--- config.mk ---
export PLATFORM = sky130hd
export DESIGN_NAME = uart_serial_core_status
export DESIGN_NICKNAME = d
export VERILOG_FILES = /design/src/design/uart_core_pkg.sv /design/src/design/uart_baud_tick.sv /design/src/design/uart_rx_fifo.sv /design/src/design/uart_serial_core_status.sv
export SDC_FILE = /design/constraint.sdc
export NUM_CORES = 1
export LEC_CHECK = 0
export BUFFER_PORTS_ARGS = -buffer_cell sky130_fd_sc_hd__clkbuf_2
export CAP_MARGIN = 25
export CORE_UTILIZATION = 55
export CTS_CLUSTER_DIAMETER = 60
export DETAILED_ROUTE_END_ITERATION = 7
export GPL_TIMING_DRIVEN = 0
export MAX_ROUTING_LAYER = met4
export PLACE_DENSITY = 0.76
export SYNTH_ARGS = -nofsm -noshare
export SYNTH_HDL_FRONTEND = slang
export SYNTH_SLANG_ARGS = --single-unit
--- constraint.sdc ---
create_clock -name clock -period 4.1 [get_ports clock]
set_clock_uncertainty 0.2 [all_clocks]
set_input_delay 0.41 -clock clock [delete_from_list [all_inputs] [get_ports clock]]
set_output_delay 0.41 -clock clock [all_outputs]
set_load 0.05 [all_outputs]
--- src/design/uart_core_pkg.sv ---
// Shared constants and types of the serial UART core
// Function
// - Frames carry eight or nine data bits
// - Even, odd or no parity both directions
// - Transmitter sends one or two stop bits
// - Bit rate from 8-bit programmable divisor
// - Receive buffer holds two characters
// - Address detect interrupts on last bit one
// - Interrupt on tx empty, idle, rx, overrun, address
// - Receive line activity raises wake-up event
// - Pins driven only when mode, enable, direction set
// - Written character shifted out on TX LSB first
// - RX bits assembled LSB first, then transferred
// - One data address: write transmits, read receives
// - Mode bit 4 selects UART over synchronous modes
// - UART registers reachable only in UART mode
// - Status read-only; idle and empty reset high
// - Parity error set when enabled, sequence clears
// - Noise set with data available, not overrun
// - Framing error flags current bad character
// - Overrun sets flag and blocks further transfers
// - Receiver idle low from start through stop
// - Transfer sets data-available and errors together
// - Data-available clears by status then read of last character
// - Disable flushes, resets counters, flags, enables
// - Ninth bits kept in receive/transmit fields
// - Transmit empty set on load, sequence clears
package uart_core_pkg;

    // ----------------------------------------
    // Register word indexes (byte address = index * 4)
    // ----------------------------------------
    localparam logic [2:0] REG_MODE_IDX = 3'h0;
    localparam logic [2:0] REG_STATUS_IDX = 3'h1;
    localparam logic [2:0] REG_CTRL1_IDX = 3'h2;
    localparam logic [2:0] REG_CTRL2_IDX = 3'h3;
    localparam logic [2:0] REG_DATA_IDX = 3'h4;
    localparam logic [2:0] REG_BAUD_IDX = 3'h5;

    // ----------------------------------------
    // Field positions
    // ----------------------------------------
    localparam int MODE_UART_BIT = 4;
    localparam int C1_ENABLE = 7;
    localparam int C1_NINE_BIT = 6;
    localparam int C1_PARITY_EN = 5;
    localparam int C1_ODD_PARITY = 4;
    localparam int C1_TWO_STOP = 3;
    localparam int C1_SEND_BREAK = 2;
    localparam int C1_RX_NINTH = 1;
    localparam int C1_TX_NINTH = 0;
    localparam int C2_TX_EN = 7;
    localparam int C2_RX_EN = 6;
    localparam int C2_HIGH_SPEED = 5;
    localparam int C2_ADDR_DETECT = 4;
    localparam int C2_WAKE_EN = 3;
    localparam int C2_RX_IE = 2;
    localparam int C2_TX_IDLE_IE = 1;
    localparam int C2_TX_EMPTY_IE = 0;

    // ----------------------------------------
    // Reset values
    // ----------------------------------------
    localparam logic [7:0] MODE_RESET = 8'hE0;
    localparam logic [7:0] CTRL1_RESET = 8'h00;
    localparam logic [7:0] CTRL2_RESET = 8'h00;
    localparam logic [7:0] BAUD_RESET = 8'h00;
    localparam logic [7:0] STATUS_RESET = 8'h0B;

    // ----------------------------------------
    // Timing counts
    // ----------------------------------------
    localparam logic [3:0] PHASE_LAST = 4'hF;
    localparam logic [3:0] VOTE_FIRST = 4'h7;
    localparam logic [3:0] VOTE_LAST = 4'h9;
    localparam logic [1:0] LOW_SPEED_LAST = 2'h3;
    localparam int RX_FIFO_DEPTH = 2;

    // ----------------------------------------
    // Carriers
    // ----------------------------------------
    typedef struct packed {
        logic ninth;
        logic [7:0] data;
    } rx_char_t;

    typedef struct packed {
        logic perr;
        logic nf;
        logic ferr;
        logic oerr;
        logic ridle;
        logic rxif;
        logic tidle;
        logic txif;
    } status_t;

endpackage

--- src/design/uart_baud_tick.sv ---
// Oversampling tick generator driven by the baud divisor
`timescale 1ns/10ps
module uart_baud_tick (
    input wire logic clock,
    input wire logic sys_rst,
    input wire logic run,
    input wire logic [7:0] divisor,
    input wire logic high_speed,
    output logic sample_tick
);
    import uart_core_pkg::*;

    typedef struct packed {
        logic [7:0] count;
        logic [1:0] prescale;
        logic tick;
    } baud_state_t;

    baud_state_t s;
    baud_state_t next_s;

    always_comb begin
        next_s = s;
        next_s.tick = 1'b0;
        if (!run) begin
            next_s.count = 8'h00;
            next_s.prescale = 2'h0;
        end else if (s.count == 8'h00) begin
            next_s.count = divisor;
            if (high_speed || s.prescale == LOW_SPEED_LAST) begin
                next_s.tick = 1'b1;
                next_s.prescale = 2'h0;
            end else begin
                next_s.prescale = s.prescale + 2'h1;
            end
        end else begin
            next_s.count = s.count - 8'h01;
        end
    end

    always_ff @(posedge clock) begin
        if (sys_rst) begin
            s <= '0;
        end else begin
            s <= next_s;
        end
    end

    assign sample_tick = s.tick;
endmodule

--- src/design/uart_rx_fifo.sv ---
// Small receive character buffer with flush
`timescale 1ns/10ps
module uart_rx_fifo #(
    parameter int WIDTH = 9,
    parameter int DEPTH = 2
) (
    input wire logic clock,
    input wire logic sys_rst,
    input wire logic flush,
    input wire logic push,
    input wire logic [WIDTH-1:0] push_data,
    input wire logic pop,
    output logic [WIDTH-1:0] head,
    output logic empty,
    output logic full,
    output logic [$clog2(DEPTH+1)-1:0] level
);
    import uart_core_pkg::*;

    localparam int PW = (DEPTH > 1) ? $clog2(DEPTH) : 1;
    localparam int LW = $clog2(DEPTH+1);
    localparam logic [PW-1:0] PTR_LAST = PW'(DEPTH - 1);
    localparam logic [LW-1:0] LEVEL_FULL = LW'(DEPTH);

    typedef struct packed {
        logic [DEPTH-1:0][WIDTH-1:0] mem;
        logic [PW-1:0] wr;
        logic [PW-1:0] rd;
        logic [LW-1:0] count;
    } fifo_state_t;

    fifo_state_t s;
    fifo_state_t next_s;

    always_comb begin
        next_s = s;
        if (flush) begin
            next_s.wr = '0;
            next_s.rd = '0;
            next_s.count = '0;
        end else begin
            if (push && s.count != LEVEL_FULL) begin
                next_s.mem[s.wr] = push_data;
                next_s.wr = (s.wr == PTR_LAST) ? '0 : s.wr + PW'(1);
                next_s.count = next_s.count + LW'(1);
            end
            if (pop && s.count != '0) begin
                next_s.rd = (s.rd == PTR_LAST) ? '0 : s.rd + PW'(1);
                next_s.count = next_s.count - LW'(1);
            end
        end
    end

    always_ff @(posedge clock) begin
        if (sys_rst) begin
            s <= '0;
        end else begin
            s <= next_s;
        end
    end

    assign head = s.mem[s.rd];
    assign empty = (s.count == '0);
    assign full = (s.count == LEVEL_FULL);
    assign level = s.count;
endmodule

--- src/design/uart_serial_core_status.sv ---
// UART core: Wishbone register file, transmitter, receiver
`timescale 1ns/10ps
module uart_serial_core_status (
    input wire logic clock,
    input wire logic sys_rst,
    input wire logic cyc_i,
    input wire logic stb_i,
    input wire logic we_i,
    input wire logic [4:0] adr_i,
    input wire logic [3:0] sel_i,
    input wire logic [31:0] dat_i,
    output logic [31:0] dat_o,
    output logic ack_o,
    input wire logic rx_pin,
    output logic rx_input_enable,
    output logic tx_pin,
    output logic tx_output_enable,
    output logic serial_irq,
    output logic wakeup_event
);
    import uart_core_pkg::*;

    typedef enum logic [2:0] {RX_IDLE, RX_START, RX_DATA, RX_PARITY, RX_STOP} rx_state_t;
    typedef enum logic {TX_IDLE, TX_SEND} tx_state_t;

    typedef struct packed {
        logic [7:0] mode;
        logic [7:0] ctrl1;
        logic [7:0] ctrl2;
        logic [7:0] baud;
        logic [7:0] tx_hold;
        status_t st;
        status_t seen;
        logic ack;
        logic [7:0] rdata;
        logic rx_s1;
        logic rx_s2;
        logic rx_s3;
        logic rx_lvl;
        rx_state_t rx_st;
        logic [3:0] rx_ph;
        logic [3:0] rx_bit;
        logic [8:0] rx_sh;
        logic [1:0] rx_votes;
        logic rx_noise;
        logic rx_par_bad;
        tx_state_t tx_st;
        logic [3:0] tx_ph;
        logic [3:0] tx_bit;
        logic [3:0] tx_len;
        logic [11:0] tx_sh;
        logic tx_line;
        logic wake;
    } core_state_t;

    core_state_t s;
    core_state_t next_s;

    logic tick;
    logic fifo_push;
    logic fifo_pop;
    logic fifo_flush;
    rx_char_t fifo_in;
    rx_char_t fifo_head;
    logic fifo_empty;
    logic fifo_full;
    logic [1:0] fifo_level;

    logic uart_mode;
    logic active;
    logic rx_run;
    logic tx_run;
    logic nine;
    logic addr_char;

    // ----------------------------------------
    // Enables and pin control
    // ----------------------------------------
    assign uart_mode = s.mode[MODE_UART_BIT];
    assign active = uart_mode && s.ctrl1[C1_ENABLE];
    assign rx_run = active && s.ctrl2[C2_RX_EN];
    assign tx_run = active && s.ctrl2[C2_TX_EN];
    assign nine = s.ctrl1[C1_NINE_BIT];

    assign rx_input_enable = rx_run;
    assign tx_output_enable = tx_run;
    assign tx_pin = s.tx_line;
    assign dat_o = {24'h000000, s.rdata};
    assign ack_o = s.ack;
    assign wakeup_event = s.wake;

    // Last data bit of the character at the head of the buffer
    assign addr_char = nine ? fifo_head.ninth : fifo_head.data[7];

    // ----------------------------------------
    // Interrupt request
    // ----------------------------------------
    always_comb begin
        serial_irq = 1'b0;
        if (active) begin
            if (s.ctrl2[C2_TX_EMPTY_IE] && s.st.txif) begin
                serial_irq = 1'b1;
            end
            if (s.ctrl2[C2_TX_IDLE_IE] && s.st.tidle) begin
                serial_irq = 1'b1;
            end
            if (s.ctrl2[C2_RX_IE] && s.st.oerr) begin
                serial_irq = 1'b1;
            end
            if (s.ctrl2[C2_RX_IE] && s.st.rxif && (!s.ctrl2[C2_ADDR_DETECT] || addr_char)) begin
                serial_irq = 1'b1;
            end
        end
    end

    // ----------------------------------------
    // Sub-blocks
    // ----------------------------------------
    uart_baud_tick baud_gen (
        .clock(clock),
        .sys_rst(sys_rst),
        .run(active),
        .divisor(s.baud),
        .high_speed(s.ctrl2[C2_HIGH_SPEED]),
        .sample_tick(tick)
    );

    uart_rx_fifo #(
        .WIDTH(9),
        .DEPTH(RX_FIFO_DEPTH)
    ) rx_buffer (
        .clock(clock),
        .sys_rst(sys_rst),
        .flush(fifo_flush),
        .push(fifo_push),
        .push_data(fifo_in),
        .pop(fifo_pop),
        .head(fifo_head),
        .empty(fifo_empty),
        .full(fifo_full),
        .level(fifo_level)
    );

    assign fifo_in = {s.rx_sh[8], s.rx_sh[7:0]};

    // ----------------------------------------
    // Next-state logic
    // ----------------------------------------
    always_comb begin
        logic access;
        logic wr;
        logic bit_val;
        logic noise_bit;
        logic par;
        logic [11:0] frame;
        logic [3:0] pos;
        next_s = s;
        access = cyc_i && stb_i && !s.ack;
        wr = we_i && sel_i[0];
        bit_val = 1'b0;
        noise_bit = 1'b0;
        par = 1'b0;
        frame = 12'hFFF;
        pos = 4'h9;
        fifo_push = 1'b0;
        fifo_pop = 1'b0;
        fifo_flush = 1'b0;
        next_s.ack = 1'b0;
        next_s.wake = 1'b0;

        // RX synchroniser: level changes once stages two and three agree
        next_s.rx_s1 = rx_pin;
        next_s.rx_s2 = s.rx_s1;
        next_s.rx_s3 = s.rx_s2;
        if (s.rx_s2 == s.rx_s3) begin
            next_s.rx_lvl = s.rx_s2;
        end
        if (s.ctrl2[C2_WAKE_EN] && rx_run && s.rx_s2 == s.rx_s3 && !s.rx_s2 && s.rx_lvl) begin
            next_s.wake = 1'b1;
        end

        // ----------------------------------------
        // Register access (clears first, hardware sets below win)
        // ----------------------------------------
        if (access) begin
            next_s.ack = 1'b1;
            next_s.rdata = 8'h00;
            if (adr_i[4:2] == REG_MODE_IDX) begin
                next_s.rdata = s.mode;
                if (wr) begin
                    next_s.mode = dat_i[7:0];
                end
            end else if (uart_mode) begin
                case (adr_i[4:2])
                    REG_STATUS_IDX: begin
                        if (!we_i) begin
                            next_s.rdata = s.st;
                            next_s.seen = s.st;
                        end
                    end
                    REG_CTRL1_IDX: begin
                        next_s.rdata = {s.ctrl1[7:2], fifo_head.ninth, s.ctrl1[C1_TX_NINTH]};
                        if (wr) begin
                            next_s.ctrl1 = {dat_i[7:2], 1'b0, dat_i[0]};
                        end
                    end
                    REG_CTRL2_IDX: begin
                        next_s.rdata = s.ctrl2;
                        if (wr) begin
                            next_s.ctrl2 = dat_i[7:0];
                            if (dat_i[C2_TX_EN]) begin
                                next_s.st.txif = next_s.st.txif | (s.tx_st == TX_IDLE && s.st.txif);
                            end
                        end
                    end
                    REG_DATA_IDX: begin
                        // Error flags clear on a data access after the status read saw them
                        if (s.seen.perr) next_s.st.perr = 1'b0;
                        if (s.seen.nf) next_s.st.nf = 1'b0;
                        if (s.seen.ferr) next_s.st.ferr = 1'b0;
                        if (s.seen.oerr) next_s.st.oerr = 1'b0;
                        if (we_i) begin
                            if (sel_i[0]) begin
                                next_s.tx_hold = dat_i[7:0];
                            end
                            if (s.seen.txif) next_s.st.txif = 1'b0;
                            if (s.seen.tidle) next_s.st.tidle = 1'b0;
                        end else begin
                            next_s.rdata = fifo_head.data;
                            fifo_pop = !fifo_empty;
                            if (s.seen.rxif && fifo_level <= 2'h1) begin
                                next_s.st.rxif = 1'b0;
                            end
                        end
                        next_s.seen = '0;
                    end
                    REG_BAUD_IDX: begin
                        next_s.rdata = s.baud;
                        if (wr) begin
                            next_s.baud = dat_i[7:0];
                        end
                    end
                    default: begin
                        next_s.rdata = 8'h00;
                    end
                endcase
            end
        end

        // ----------------------------------------
        // Receiver: 16 phases per bit, majority of phases 7..9
        // ----------------------------------------
        case (s.rx_st)
            RX_IDLE: begin
                if (rx_run && !s.rx_lvl) begin
                    next_s.rx_st = RX_START;
                    next_s.rx_ph = 4'h0;
                    next_s.rx_votes = 2'h0;
                    next_s.rx_noise = 1'b0;
                    next_s.rx_sh = 9'h000;
                    next_s.rx_bit = 4'h0;
                    next_s.st.ridle = 1'b0;
                end
            end
            default: begin
                if (tick) begin
                    next_s.rx_ph = s.rx_ph + 4'h1;
                    if (s.rx_ph >= VOTE_FIRST && s.rx_ph <= VOTE_LAST && s.rx_lvl) begin
                        next_s.rx_votes = s.rx_votes + 2'h1;
                    end
                    if (s.rx_ph == PHASE_LAST) begin
                        bit_val = s.rx_votes[1];
                        noise_bit = s.rx_votes[1] ^ s.rx_votes[0];
                        next_s.rx_votes = 2'h0;
                        next_s.rx_noise = s.rx_noise | noise_bit;
                        case (s.rx_st)
                            RX_START: begin
                                if (bit_val) begin
                                    next_s.rx_st = RX_IDLE;
                                    next_s.st.ridle = 1'b1;
                                end else begin
                                    next_s.rx_st = RX_DATA;
                                end
                            end
                            RX_DATA: begin
                                next_s.rx_sh[s.rx_bit] = bit_val;
                                next_s.rx_bit = s.rx_bit + 4'h1;
                                if (s.rx_bit == (nine ? 4'h8 : 4'h7)) begin
                                    next_s.rx_st = s.ctrl1[C1_PARITY_EN] ? RX_PARITY : RX_STOP;
                                end
                            end
                            RX_PARITY: begin
                                next_s.rx_par_bad = (^s.rx_sh ^ bit_val) != s.ctrl1[C1_ODD_PARITY];
                                next_s.rx_st = RX_STOP;
                            end
                            default: begin
                                next_s.rx_st = RX_IDLE;
                                next_s.st.ridle = 1'b1;
                                if (s.st.oerr || fifo_full) begin
                                    next_s.st.oerr = 1'b1;
                                end else begin
                                    fifo_push = 1'b1;
                                    next_s.st.rxif = 1'b1;
                                    if (!bit_val) next_s.st.ferr = 1'b1;
                                    if (s.ctrl1[C1_PARITY_EN] && s.rx_par_bad) next_s.st.perr = 1'b1;
                                    if (s.rx_noise | noise_bit) next_s.st.nf = 1'b1;
                                end
                            end
                        endcase
                    end
                end
            end
        endcase

        // ----------------------------------------
        // Transmitter frame: start, data, ninth, parity, stops
        // ----------------------------------------
        frame[0] = 1'b0;
        frame[8:1] = s.tx_hold;
        par = ^s.tx_hold ^ (nine & s.ctrl1[C1_TX_NINTH]) ^ s.ctrl1[C1_ODD_PARITY];
        if (nine) begin
            frame[9] = s.ctrl1[C1_TX_NINTH];
            pos = 4'hA;
        end
        if (s.ctrl1[C1_PARITY_EN]) begin
            frame[pos] = par;
            pos = pos + 4'h1;
        end

        case (s.tx_st)
            TX_IDLE: begin
                if (tx_run && !s.st.txif) begin
                    next_s.tx_sh = frame;
                    next_s.tx_len = pos + {3'h0, s.ctrl1[C1_TWO_STOP]};
                    next_s.st.txif = 1'b1;
                    next_s.st.tidle = 1'b0;
                    next_s.tx_st = TX_SEND;
                    next_s.tx_ph = 4'h0;
                    next_s.tx_bit = 4'h0;
                end
            end
            default: begin
                if (tick) begin
                    next_s.tx_ph = s.tx_ph + 4'h1;
                    if (s.tx_ph == PHASE_LAST) begin
                        next_s.tx_sh = {1'b1, s.tx_sh[11:1]};
                        next_s.tx_bit = s.tx_bit + 4'h1;
                        if (s.tx_bit == s.tx_len) begin
                            next_s.tx_st = TX_IDLE;
                        end
                    end
                end
            end
        endcase
        if (next_s.tx_st == TX_IDLE && s.tx_st == TX_IDLE && s.st.txif && !s.ctrl1[C1_SEND_BREAK]) begin
            next_s.st.tidle = 1'b1;
        end
        if (next_s.tx_st == TX_SEND) begin
            next_s.tx_line = next_s.tx_sh[0];
        end else begin
            next_s.tx_line = !(tx_run && s.ctrl1[C1_SEND_BREAK]);
        end

        // ----------------------------------------
        // UART disabled: flush and return to reset flags
        // ----------------------------------------
        if (!next_s.ctrl1[C1_ENABLE]) begin
            next_s.ctrl2[C2_TX_EN] = 1'b0;
            next_s.ctrl2[C2_RX_EN] = 1'b0;
            next_s.ctrl1[C1_SEND_BREAK] = 1'b0;
            next_s.st = STATUS_RESET;
            next_s.seen = '0;
            fifo_flush = 1'b1;
            fifo_push = 1'b0;
            next_s.rx_st = RX_IDLE;
            next_s.tx_st = TX_IDLE;
            next_s.tx_line = 1'b1;
        end
    end

    always_ff @(posedge clock) begin
        if (sys_rst) begin
            s <= '0;
            s.mode <= MODE_RESET;
            s.ctrl1 <= CTRL1_RESET;
            s.ctrl2 <= CTRL2_RESET;
            s.baud <= BAUD_RESET;
            s.st <= STATUS_RESET;
            s.rx_s1 <= 1'b1;
            s.rx_s2 <= 1'b1;
            s.rx_s3 <= 1'b1;
            s.rx_lvl <= 1'b1;
            s.rx_st <= RX_IDLE;
            s.tx_st <= TX_IDLE;
            s.tx_line <= 1'b1;
        end else begin
            s <= next_s;
        end
    end
endmodule

==> metrics.csv, run 1 <==
stage;metric;value;unit
timing;Final setup violation count;0;
route;Total Routed Length;17900;um
synthesis;Main synth FF type;sky130_fd_sc_hd__dfxtp_1;
setup_path;R2R Path Start;s[116]$_SDFFE_PP0P_;
place;Final HPWL DP;12900;um
setup_path;Setup Crit Path Kind;flop to primary output;
synthesis;leading area contributor after synthesis;sky130_fd_sc_hd__dfxtp_1;
die;Die X-Extent;117;um
timing;worst-case headroom to the max-slew limit;48.9;%
synthesis;number of enable flip-flop cells after synthesis;0;
synthesis;top cells by area, synth;sky130_fd_sc_hd__dfxtp_1 (42%), sky130_fd_sc_hd__mux2i_1 (6.5%), sky130_fd_sc_hd__nand2_1 (6.1%);
synthesis;proportion of synthesized flip-flops having asynchronous set or reset;0;%
route;First-pass DRT Iterations;6;
clock_network;total CTS buffers;17;
pwr;total power per unit cell area;374;nW/um^2
grt;gr usage total;28.6;%
synthesis;multiplexer fraction of the synthesized cell area;6.81;%
grt;number of global-route vias before repair;5430;
setup_path;worst reg2reg setup slack;0.99;ns
synthesis;post-synthesis share of cell area spent on xor and xnor gates;4.43;%
timing;RSZ-0062 raised after global routing;false;
route;number of DRC markers in iteration 0;656;
synthesis;post-synthesis cell count;855;
synthesis;synth warn;0;
final_layout;Net count, final;994;
timing;fmax;0.313;GHz
synthesis;share of the synthesized area in compound gates (AO/OA/AOI/OAI);15.3;%
route;total number of vias;6171;
timing;final hold violations;0;
die;placeable core region;12700;sq um
grt;total grt overflow;0;
clock_network;worst-skew pair later-pin latency;0.43;ns
clock_network;buffers from clock root to sink, at most;2;
die;total number of placement rows;41;
timing;period utilization;77.9;%
setup_path;worst endpoint data arrival time;2.58;ns
synthesis;post-synthesis cell area;7230;sq um
timing;minimum period implied by the final worst setup slack;3.19;ns
synthesis;average size of a mapped cell;8.46;sq um
timing;final count of pins violating max slew;0;
worst_hold_path;launch point of the worst hold path;dat_i[3];
place;port bufs;30;
synthesis;basic-gate share of the synthesized area counting and, or, nand and nor cells;21.3;%
synthesis;adder-cell area share of the yosys netlist;2.94;%
place;routability congestion estimate;0.951;
setup_path;critical path fanouts, max;10;
grt;largest net degree at the start of global routing;17;
pwr;Leakage;0.00297;uW
timing;Setup TNS Final;0;ns
die;die height;117;um
route;drt wl/cell;16.0;um
clock_network;post-cts sizing count;0;
worst_hold_path;path type of the worst min-delay path;input port to flop;
setup_path;terminus of the critical flop-to-flop path;rx_buffer.s[7]$_SDFFE_PP0P_;
synthesis;number of distinct standard cells referenced by the synthesized netlist;64;
synthesis;Seq/Total Area, Yosys;41.8;%
setup_path;endpoint class of the critical path;primary output;
synthesis;top cell type's share of synthesized area;41.8;%
clock_network;number of sinks handled by clock tree synthesis;151;
setup_path;number of cells on the worst reg-to-reg path;7;
pwr;overall power of the completed layout;3090;uW
final_layout;final standard cell count with taps included and fillers excluded;1114;
route;drt via density;5.54;
synthesis;combinational family with the most area after synthesis;simple AND/OR/NAND/NOR gates;
worst_hold_path;Hold Crit Depth;3;
final_layout;# diodes;0;
synthesis;flip-flop and latch count after synthesis;151;
die;area enclosed by the die boundary;13600;sq um
final_layout;post-synthesis to final-layout area growth;14.1;%
clock_network;H-tree levels;4;
grt;first-pass GRT wire length;28300;um
timing;slew at the pin closest to its max-slew limit;0.766;ns
worst_hold_path;hold-critical path endpoint;s[115]$_SDFFE_PP0P_;
clock_network;clock root cell;sky130_fd_sc_hd__clkbuf_16;
place;placed cell count;1081;
die;io pins;85;
place;Area after DPL;7690;sq um
pwr;highest ir drop seen on vdd;0.294;mV
die;Initial Util;56.9;%
route;number of DRC violations after detailed routing;0;
clock_network;clock slew at reported path FFs;0.06;ns
job;max cap viols;0;
final_layout;layout cells sized above 1;12.5;%
clock_network;clock tree from TritonCTS;built;
setup_path;launching element type of the critical path;flop;
grt;antenna violations before repair;0;
route;count of nets left with antenna violations after detail routing;0;
final_layout;post-route cell area;8260;sq um
run_status;result of the run;complete, no violations;
setup_path;critical path required time;3.49;ns
per-layer routing:
layer | GRT usage (%) | part of all wire [%] | up-vias
li1 | - | - | 3059
met1 | 37.4 | 46 | 2872
met2 | 42.4 | 44 | 205
met3 | 6.18 | 7.2 | 35
met4 | 12.3 | 2.7 | 0
met5 | - | 0 | -
synthesized netlist by cell type, types with 2 or more instances:
master,count
sky130_fd_sc_hd__xnor2_1,22
sky130_fd_sc_hd__or2_2,5
sky130_fd_sc_hd__o21ai_0,23
sky130_fd_sc_hd__buf_4,32
sky130_fd_sc_hd__nor2b_1,7
sky130_fd_sc_hd__nand2_1,118
sky130_fd_sc_hd__nand3b_1,9
sky130_fd_sc_hd__o21bai_1,2
sky130_fd_sc_hd__a221oi_1,4
sky130_fd_sc_hd__a21oi_1,70
sky130_fd_sc_hd__and3_1,4
sky130_fd_sc_hd__mux2i_1,47
sky130_fd_sc_hd__dfxtp_1,151
sky130_fd_sc_hd__a2111oi_4,2
sky130_fd_sc_hd__a31oi_1,3
sky130_fd_sc_hd__a22o_1,4
sky130_fd_sc_hd__a21oi_2,2
sky130_fd_sc_hd__nor3b_1,3
sky130_fd_sc_hd__nand2b_1,9
sky130_fd_sc_hd__nor4_1,5
sky130_fd_sc_hd__clkbuf_1,37
sky130_fd_sc_hd__a22oi_1,32
sky130_fd_sc_hd__nor3_4,2
sky130_fd_sc_hd__mux2_2,2
sky130_fd_sc_hd__or2_1,2
sky130_fd_sc_hd__nor2_1,103
sky130_fd_sc_hd__or3_1,3
sky130_fd_sc_hd__ha_1,17
sky130_fd_sc_hd__buf_6,3
sky130_fd_sc_hd__buf_1,3
sky130_fd_sc_hd__a211oi_1,5
sky130_fd_sc_hd__inv_1,19
sky130_fd_sc_hd__a32oi_1,4
sky130_fd_sc_hd__buf_2,4
sky130_fd_sc_hd__o221ai_1,2
sky130_fd_sc_hd__xor2_1,12
sky130_fd_sc_hd__nand4_1,2
sky130_fd_sc_hd__nor3_1,20
sky130_fd_sc_hd__nand3_1,25
sky130_fd_sc_hd__o22ai_1,9
sky130_fd_sc_hd__and2_1,4
stage by stage:
stage          hold WS [ns]  utilization, %  worst slack (ns)
2_1_floorplan         0.189               -              1.40
3_3_place_gp          0.194            60.4             0.981
3_5_place_dp          0.201            60.5             0.957
4_1_cts               0.102            64.9             0.877
5_1_grt               0.104            64.9             0.659
6_report              0.105            64.9             0.905
worst max path at each step:
stage                     cells after the start                            to                         from
after CTS                                     8                    serial_irq  rx_buffer.s[2]$_SDFFE_PP0P_
after global placement                        8   rx_buffer.s[5]$_SDFFE_PP0P_                     adr_i[2]
final                                         8                    serial_irq  rx_buffer.s[2]$_SDFFE_PP0P_
after detailed placement                      8  rx_buffer.s[10]$_SDFFE_PP0P_                     adr_i[2]
after floorplan                               8  rx_buffer.s[10]$_SDFFE_PP0P_                     adr_i[2]
after global routing                          8                    serial_irq  rx_buffer.s[2]$_SDFFE_PP0P_
sequential cells by signal, summed over array words and instances (netlist names), 2 cells and up:
name	count
rx_buffer.s	20
rx_buffer.level	2
s	95
dat_o	8
fifo_in	9
baud_gen.s	10
next_s	2
where the power goes:
part,switching [uW],internal [uW],total (uW)
Combinational,113,37.9,151
Sequential,1.40,1470,1470
Clock,618,846,1460
cell families after synthesis:
group / after synthesis
simple gates: 332
compound gates: 171
flops: 151
buf+inv: 99
mux: 49
xor+xnor: 35
fa+ha+maj: 17
other cells: 1
layout make-up:
class	count	area [sq um]
fillers	1127	4470
multi-input cells	628	3770
flip-flops and latches	151	3020
plain buffers	80	458
clock buffers	20	447
well taps	172	215
repair buffers	33	173
clock inverters	11	101
inverters	19	71.3
worst max-delay path, cell delays in order, from the launching register on:
cell and delay [ns]:
sky130_fd_sc_hd__dfxtp_1 0.30, sky130_fd_sc_hd__clkbuf_1 0.54, sky130_fd_sc_hd__mux2i_1 0.25, sky130_fd_sc_hd__nand2_1 0.11, sky130_fd_sc_hd__o21ai_0 0.11, sky130_fd_sc_hd__a21boi_0 0.21, sky130_fd_sc_hd__o21ai_0 0.09, sky130_fd_sc_hd__a21oi_1 0.22
sky130_fd_sc_hd__clkbuf_2 0.32
layout by cell type (no fill, tap or decap), drive strengths merged, types with 5 or more instances in the layout:
cell / n
nor4: 6
a22oi: 32
dfxtp: 151
nand3: 25
buf: 44
inv: 21
nor2b: 7
nand3b: 9
a21oi: 72
conb: 24
o21ai: 23
nand2: 118
a211oi: 5
xor2: 12
and2: 5
xnor2: 22
nand2b: 9
ha: 17
mux2i: 47
nor2: 103
or2: 7
nor3: 22
clkbuf: 88
o22ai: 9
what timing repair did:
action                                 in CTS  in global routing
endpoints found under the hold margin       1                  0
buffers inserted                            0                  0
hold buffers                                1                  0
Note: power is estimated with default switching activity, not from simulation.
==> run 2, diff against run 1 <==
--- a/config.mk
+++ b/config.mk
@@ -7,7 +7,7 @@
 export LEC_CHECK = 0
 export BUFFER_PORTS_ARGS = -buffer_cell sky130_fd_sc_hd__clkbuf_2
 export CAP_MARGIN = 25
-export CORE_UTILIZATION = 55
+export CORE_UTILIZATION = 53
 export CTS_CLUSTER_DIAMETER = 60
 export DETAILED_ROUTE_END_ITERATION = 7
 export GPL_TIMING_DRIVEN = 0
==> constraint.sdc (replaced) <==
create_clock -name clock -period 2.81 [get_ports clock]
set_clock_uncertainty 0.2 [all_clocks]
set_input_delay 0.281 -clock clock [delete_from_list [all_inputs] [get_ports clock]]
set_output_delay 0.281 -clock clock [all_outputs]
set_load 0.05 [all_outputs]
==> run 2 against run 1 <==
Compared with the run above:
- setup slack got worse by 0.81 ns
- via count increased by 1.4%
- sequential cell count unchanged
- worst hold slack got worse by 0.075 ns
- clock power increased by 48%
- critical path type is now flop to flop
- largest cell class unchanged
==> metrics.csv, run 2 (synthesis results as in run 1) <==
stage;metric;value;unit;change
final_layout;utilization after layout;62.7;%;-2.2 points
clock_network;total CTS buffers;17;;unchanged
route;number of DRC violations after detailed routing;0;;unchanged
setup_path;endpoint class of the critical path;flop;;
grt;number of global-route vias before repair;5820;;+7.2%
timing;Final setup violation count;0;;unchanged
job;max cap viols;0;;unchanged
die;Initial Util;54.4;%;-2.5 points
place;routability congestion estimate;1.02;;+7.8%
timing;period utilization;96.5;%;
timing;Setup TNS Final;0;ns;unchanged
place;Final HPWL DP;13600;um;+5.7%
worst_hold_path;path type of the worst min-delay path;input port to flop;;
clock_network;H-tree levels;4;;unchanged
timing;slew at the pin closest to its max-slew limit;0.730;ns;-0.0361 ns
place;port bufs;30;;unchanged
setup_path;worst endpoint data arrival time;2.81;ns;+0.23 ns
clock_network;buffers from clock root to sink, at most;2;;unchanged
timing;final hold violations;0;;unchanged
route;drt wl/cell;16.8;um;+4.5%
die;total number of placement rows;42;;+2.4%
timing;RSZ-0062 raised after global routing;false;;
setup_path;number of logic stages on the critical path including buffering;8;;unchanged
setup_path;critical path fanouts, max;8;;-2
setup_path;Setup Crit Path Kind;flop to flop;;
clock_network;number of sinks handled by clock tree synthesis;151;;unchanged
grt;total grt overflow;0;;unchanged
die;Die X-Extent;119;um;+1.8%
worst_hold_path;Hold Crit Depth;3;;unchanged
setup_path;number of cells on the worst reg-to-reg path;8;;+1
timing;minimum period implied by the final worst setup slack;2.71;ns;
setup_path;library cell appearing most often on the critical path;sky130_fd_sc_hd__nand2_1;;
final_layout;Net count, final;997;;+0.30%
die;io pins;85;;unchanged
clock_network;clock root cell;sky130_fd_sc_hd__clkbuf_16;;
clock_network;worst-skew pair later-pin latency;0.43;ns;about the same
setup_path;cell with the largest stage delay on the worst path;sky130_fd_sc_hd__or4_1;;
setup_path;count of buffer and inverter cells on the critical path;2;;unchanged
route;count of nets left with antenna violations after detail routing;0;;unchanged
setup_path;critical path required time;2.91;ns;-0.58 ns
grt;gr usage total;28.8;%;+0.23 points
route;topmost layer with routed signal wires;met4;;
final_layout;leading cell type in the layout, fill and taps excluded;sky130_fd_sc_hd__dfxtp_1;;
die;die height;119;um;+1.8%
timing;worst-case headroom to the max-slew limit;51.3;%;+2.4 points
route;routed length on met1;8540;um;+4.6%
final_layout;post-synthesis to final-layout area growth;15.3;%;
final_layout;layout cells sized above 1;12.8;%;+0.28 points
final_layout;leading registers by flop count;s (95), rx_buffer.s (20), baud_gen.s (10);;
final_layout;max FFs per register;95;;unchanged
final_layout;most frequent cells in the layout;sky130_fd_sc_hd__dfxtp_1 (149), sky130_fd_sc_hd__nand2_1 (118), sky130_fd_sc_hd__nor2_1 (103), sky130_fd_sc_hd__a21oi_1 (69), sky130_fd_sc_hd__mux2i_1 (45);;
timing;fmax;0.369;GHz;
pwr;Leakage;0.00302;uW;+1.6%
route;Total Routed Length;18800;um;+5.2%
final_layout;post-route cell area;8340;sq um;+1.0%
route;met3 routed WL;1080;um;-15%
place;worst slack at placement;-0.276;ns;-1.23 ns
setup_path;launching element type of the critical path;flop;;
final_layout;# diodes;0;;unchanged
setup_path;sequence of cells on the critical path;nand3_1 -> or4_1 -> clkbuf_1 -> a2111oi_4 -> buf_4 -> nand2_1 -> nand2_1 -> a21oi_1;;
pwr;highest ir drop seen on vdd;0.433;mV;+47%
clock_network;clock tree from TritonCTS;built;;
route;number of DRC markers in iteration 0;470;;-28%
route;First-pass DRT Iterations;5;;-1
place;Area after DPL;7700;sq um;+0.13%
route;drt via density;5.58;;+0.73%
run_status;result of the run;complete, no violations;;
setup_path;Top delay family on crit path;simple AND/OR/NAND/NOR gates;;
grt;first-pass GRT wire length;30500;um;+7.8%
grt;antenna violations before repair;0;;unchanged
die;placeable core region;13300;sq um;+4.5%
setup_path;largest stage delay on the critical path;0.51;ns;-0.03 ns
pwr;total power per unit cell area;544;nW/um^2;+45%
die;area enclosed by the die boundary;14100;sq um;+3.7%
grt;largest net degree at the start of global routing;17;;unchanged
timing;Worst Slack Setup Final;0.0984;ns;-0.807 ns
final_layout;final standard cell count with taps included and fillers excluded;1121;;+0.63%
route;routed wl met2;8650;um;+9.0%
clock_network;clock slew at reported path FFs;0.06;ns;about the same
place;placed cell count;1086;;+0.46%
timing;final count of pins violating max slew;0;;unchanged
final_layout;Most flops, register;s;;
route;total number of vias;6255;;+1.4%
-- run 2: cell types whose count changed in the layout (fill, tap and decap cells not counted), moves of 2 or more --
| cell | previous run | this run |
|---|---|---|
| sky130_fd_sc_hd__buf_4 | 33 | 36 |
| sky130_fd_sc_hd__clkbuf_1 | 39 | 42 |
| sky130_fd_sc_hd__clkinvlp_4 | 4 | 0 |
| sky130_fd_sc_hd__dfxtp_1 | 151 | 149 |
| sky130_fd_sc_hd__dlygate4sd3_1 | 1 | 4 |
| sky130_fd_sc_hd__inv_6 | 2 | 0 |
| sky130_fd_sc_hd__mux2i_1 | 47 | 45 |
-- run 2: layout make-up --
cell class,count,area (sq um)
tap,176,220
clock inverter,4,70.1
multi-input combinational,628,3800
buffer,77,448
fill,1163,4960
inverter,19,71.3
clock buffer,27,473
sequential,151,3030
timing repair buffer,39,225
-- run 2: repair_timing --
action                     CTS  global route
hold endpoints to repair     4             0
hold buffers                 4             0
cloned                       0             0
setup endpoints to repair   20            50
pin swaps                    1             2
buffers inserted             1             2
gates resized for setup      3             8
-- run 2: where the power goes --
part	leakage [uW]	switching, uW	internal [uW]
Combinational	0.00154	173	58.3
Sequential	0.00122	1.98	2140
Clock	0.000263	836	1320
-- run 2: path summary, 6_finish.rpt --
| kind | start | to | slack (ns) |
|---|---|---|---|
| worst max-delay path | s[116]$_SDFFE_PP0P_ | fifo_in[7]$_SDFFE_PP0P_ | 0.1 |
| worst min-delay path | dat_i[6] | s[118]$_SDFFE_PP1P_ | 0.03 |
| worst max register to register | s[116]$_SDFFE_PP0P_ | fifo_in[7]$_SDFFE_PP0P_ | 0.1 |
| worst min register to register | next_s[53]$_SDFF_PP1_ | next_s[52]$_SDFF_PP1_ | 0.21 |
-- run 2: worst register-to-register path, delay by kind of cell (launching register included) --
family,cells,cell delay (ns)
AO/OA/AOI/OAI,2,0.50
AND/OR/NAND/NOR,4,0.88
flip-flops,1,0.50
buffers and inverters,2,0.50
-- run 2: per-stage QoR --
stage,total power [uW],hold slack [ns]
5_1_grt,4660,0.0451
3_5_place_dp,2420,0.205
3_3_place_gp,2410,0.193
4_1_cts,4540,0.0115
2_1_floorplan,2350,0.185
6_report,4540,0.0301
-- run 2: layer usage --
| layer | up-vias | track usage, % |
|---|---|---|
| met2 | 198 | 44.9 |
| met1 | 2951 | 36.6 |
| met3 | 45 | 5.75 |
| met4 | 0 | 11.6 |
| li1 | 3061 | - |
| met5 | - | - |
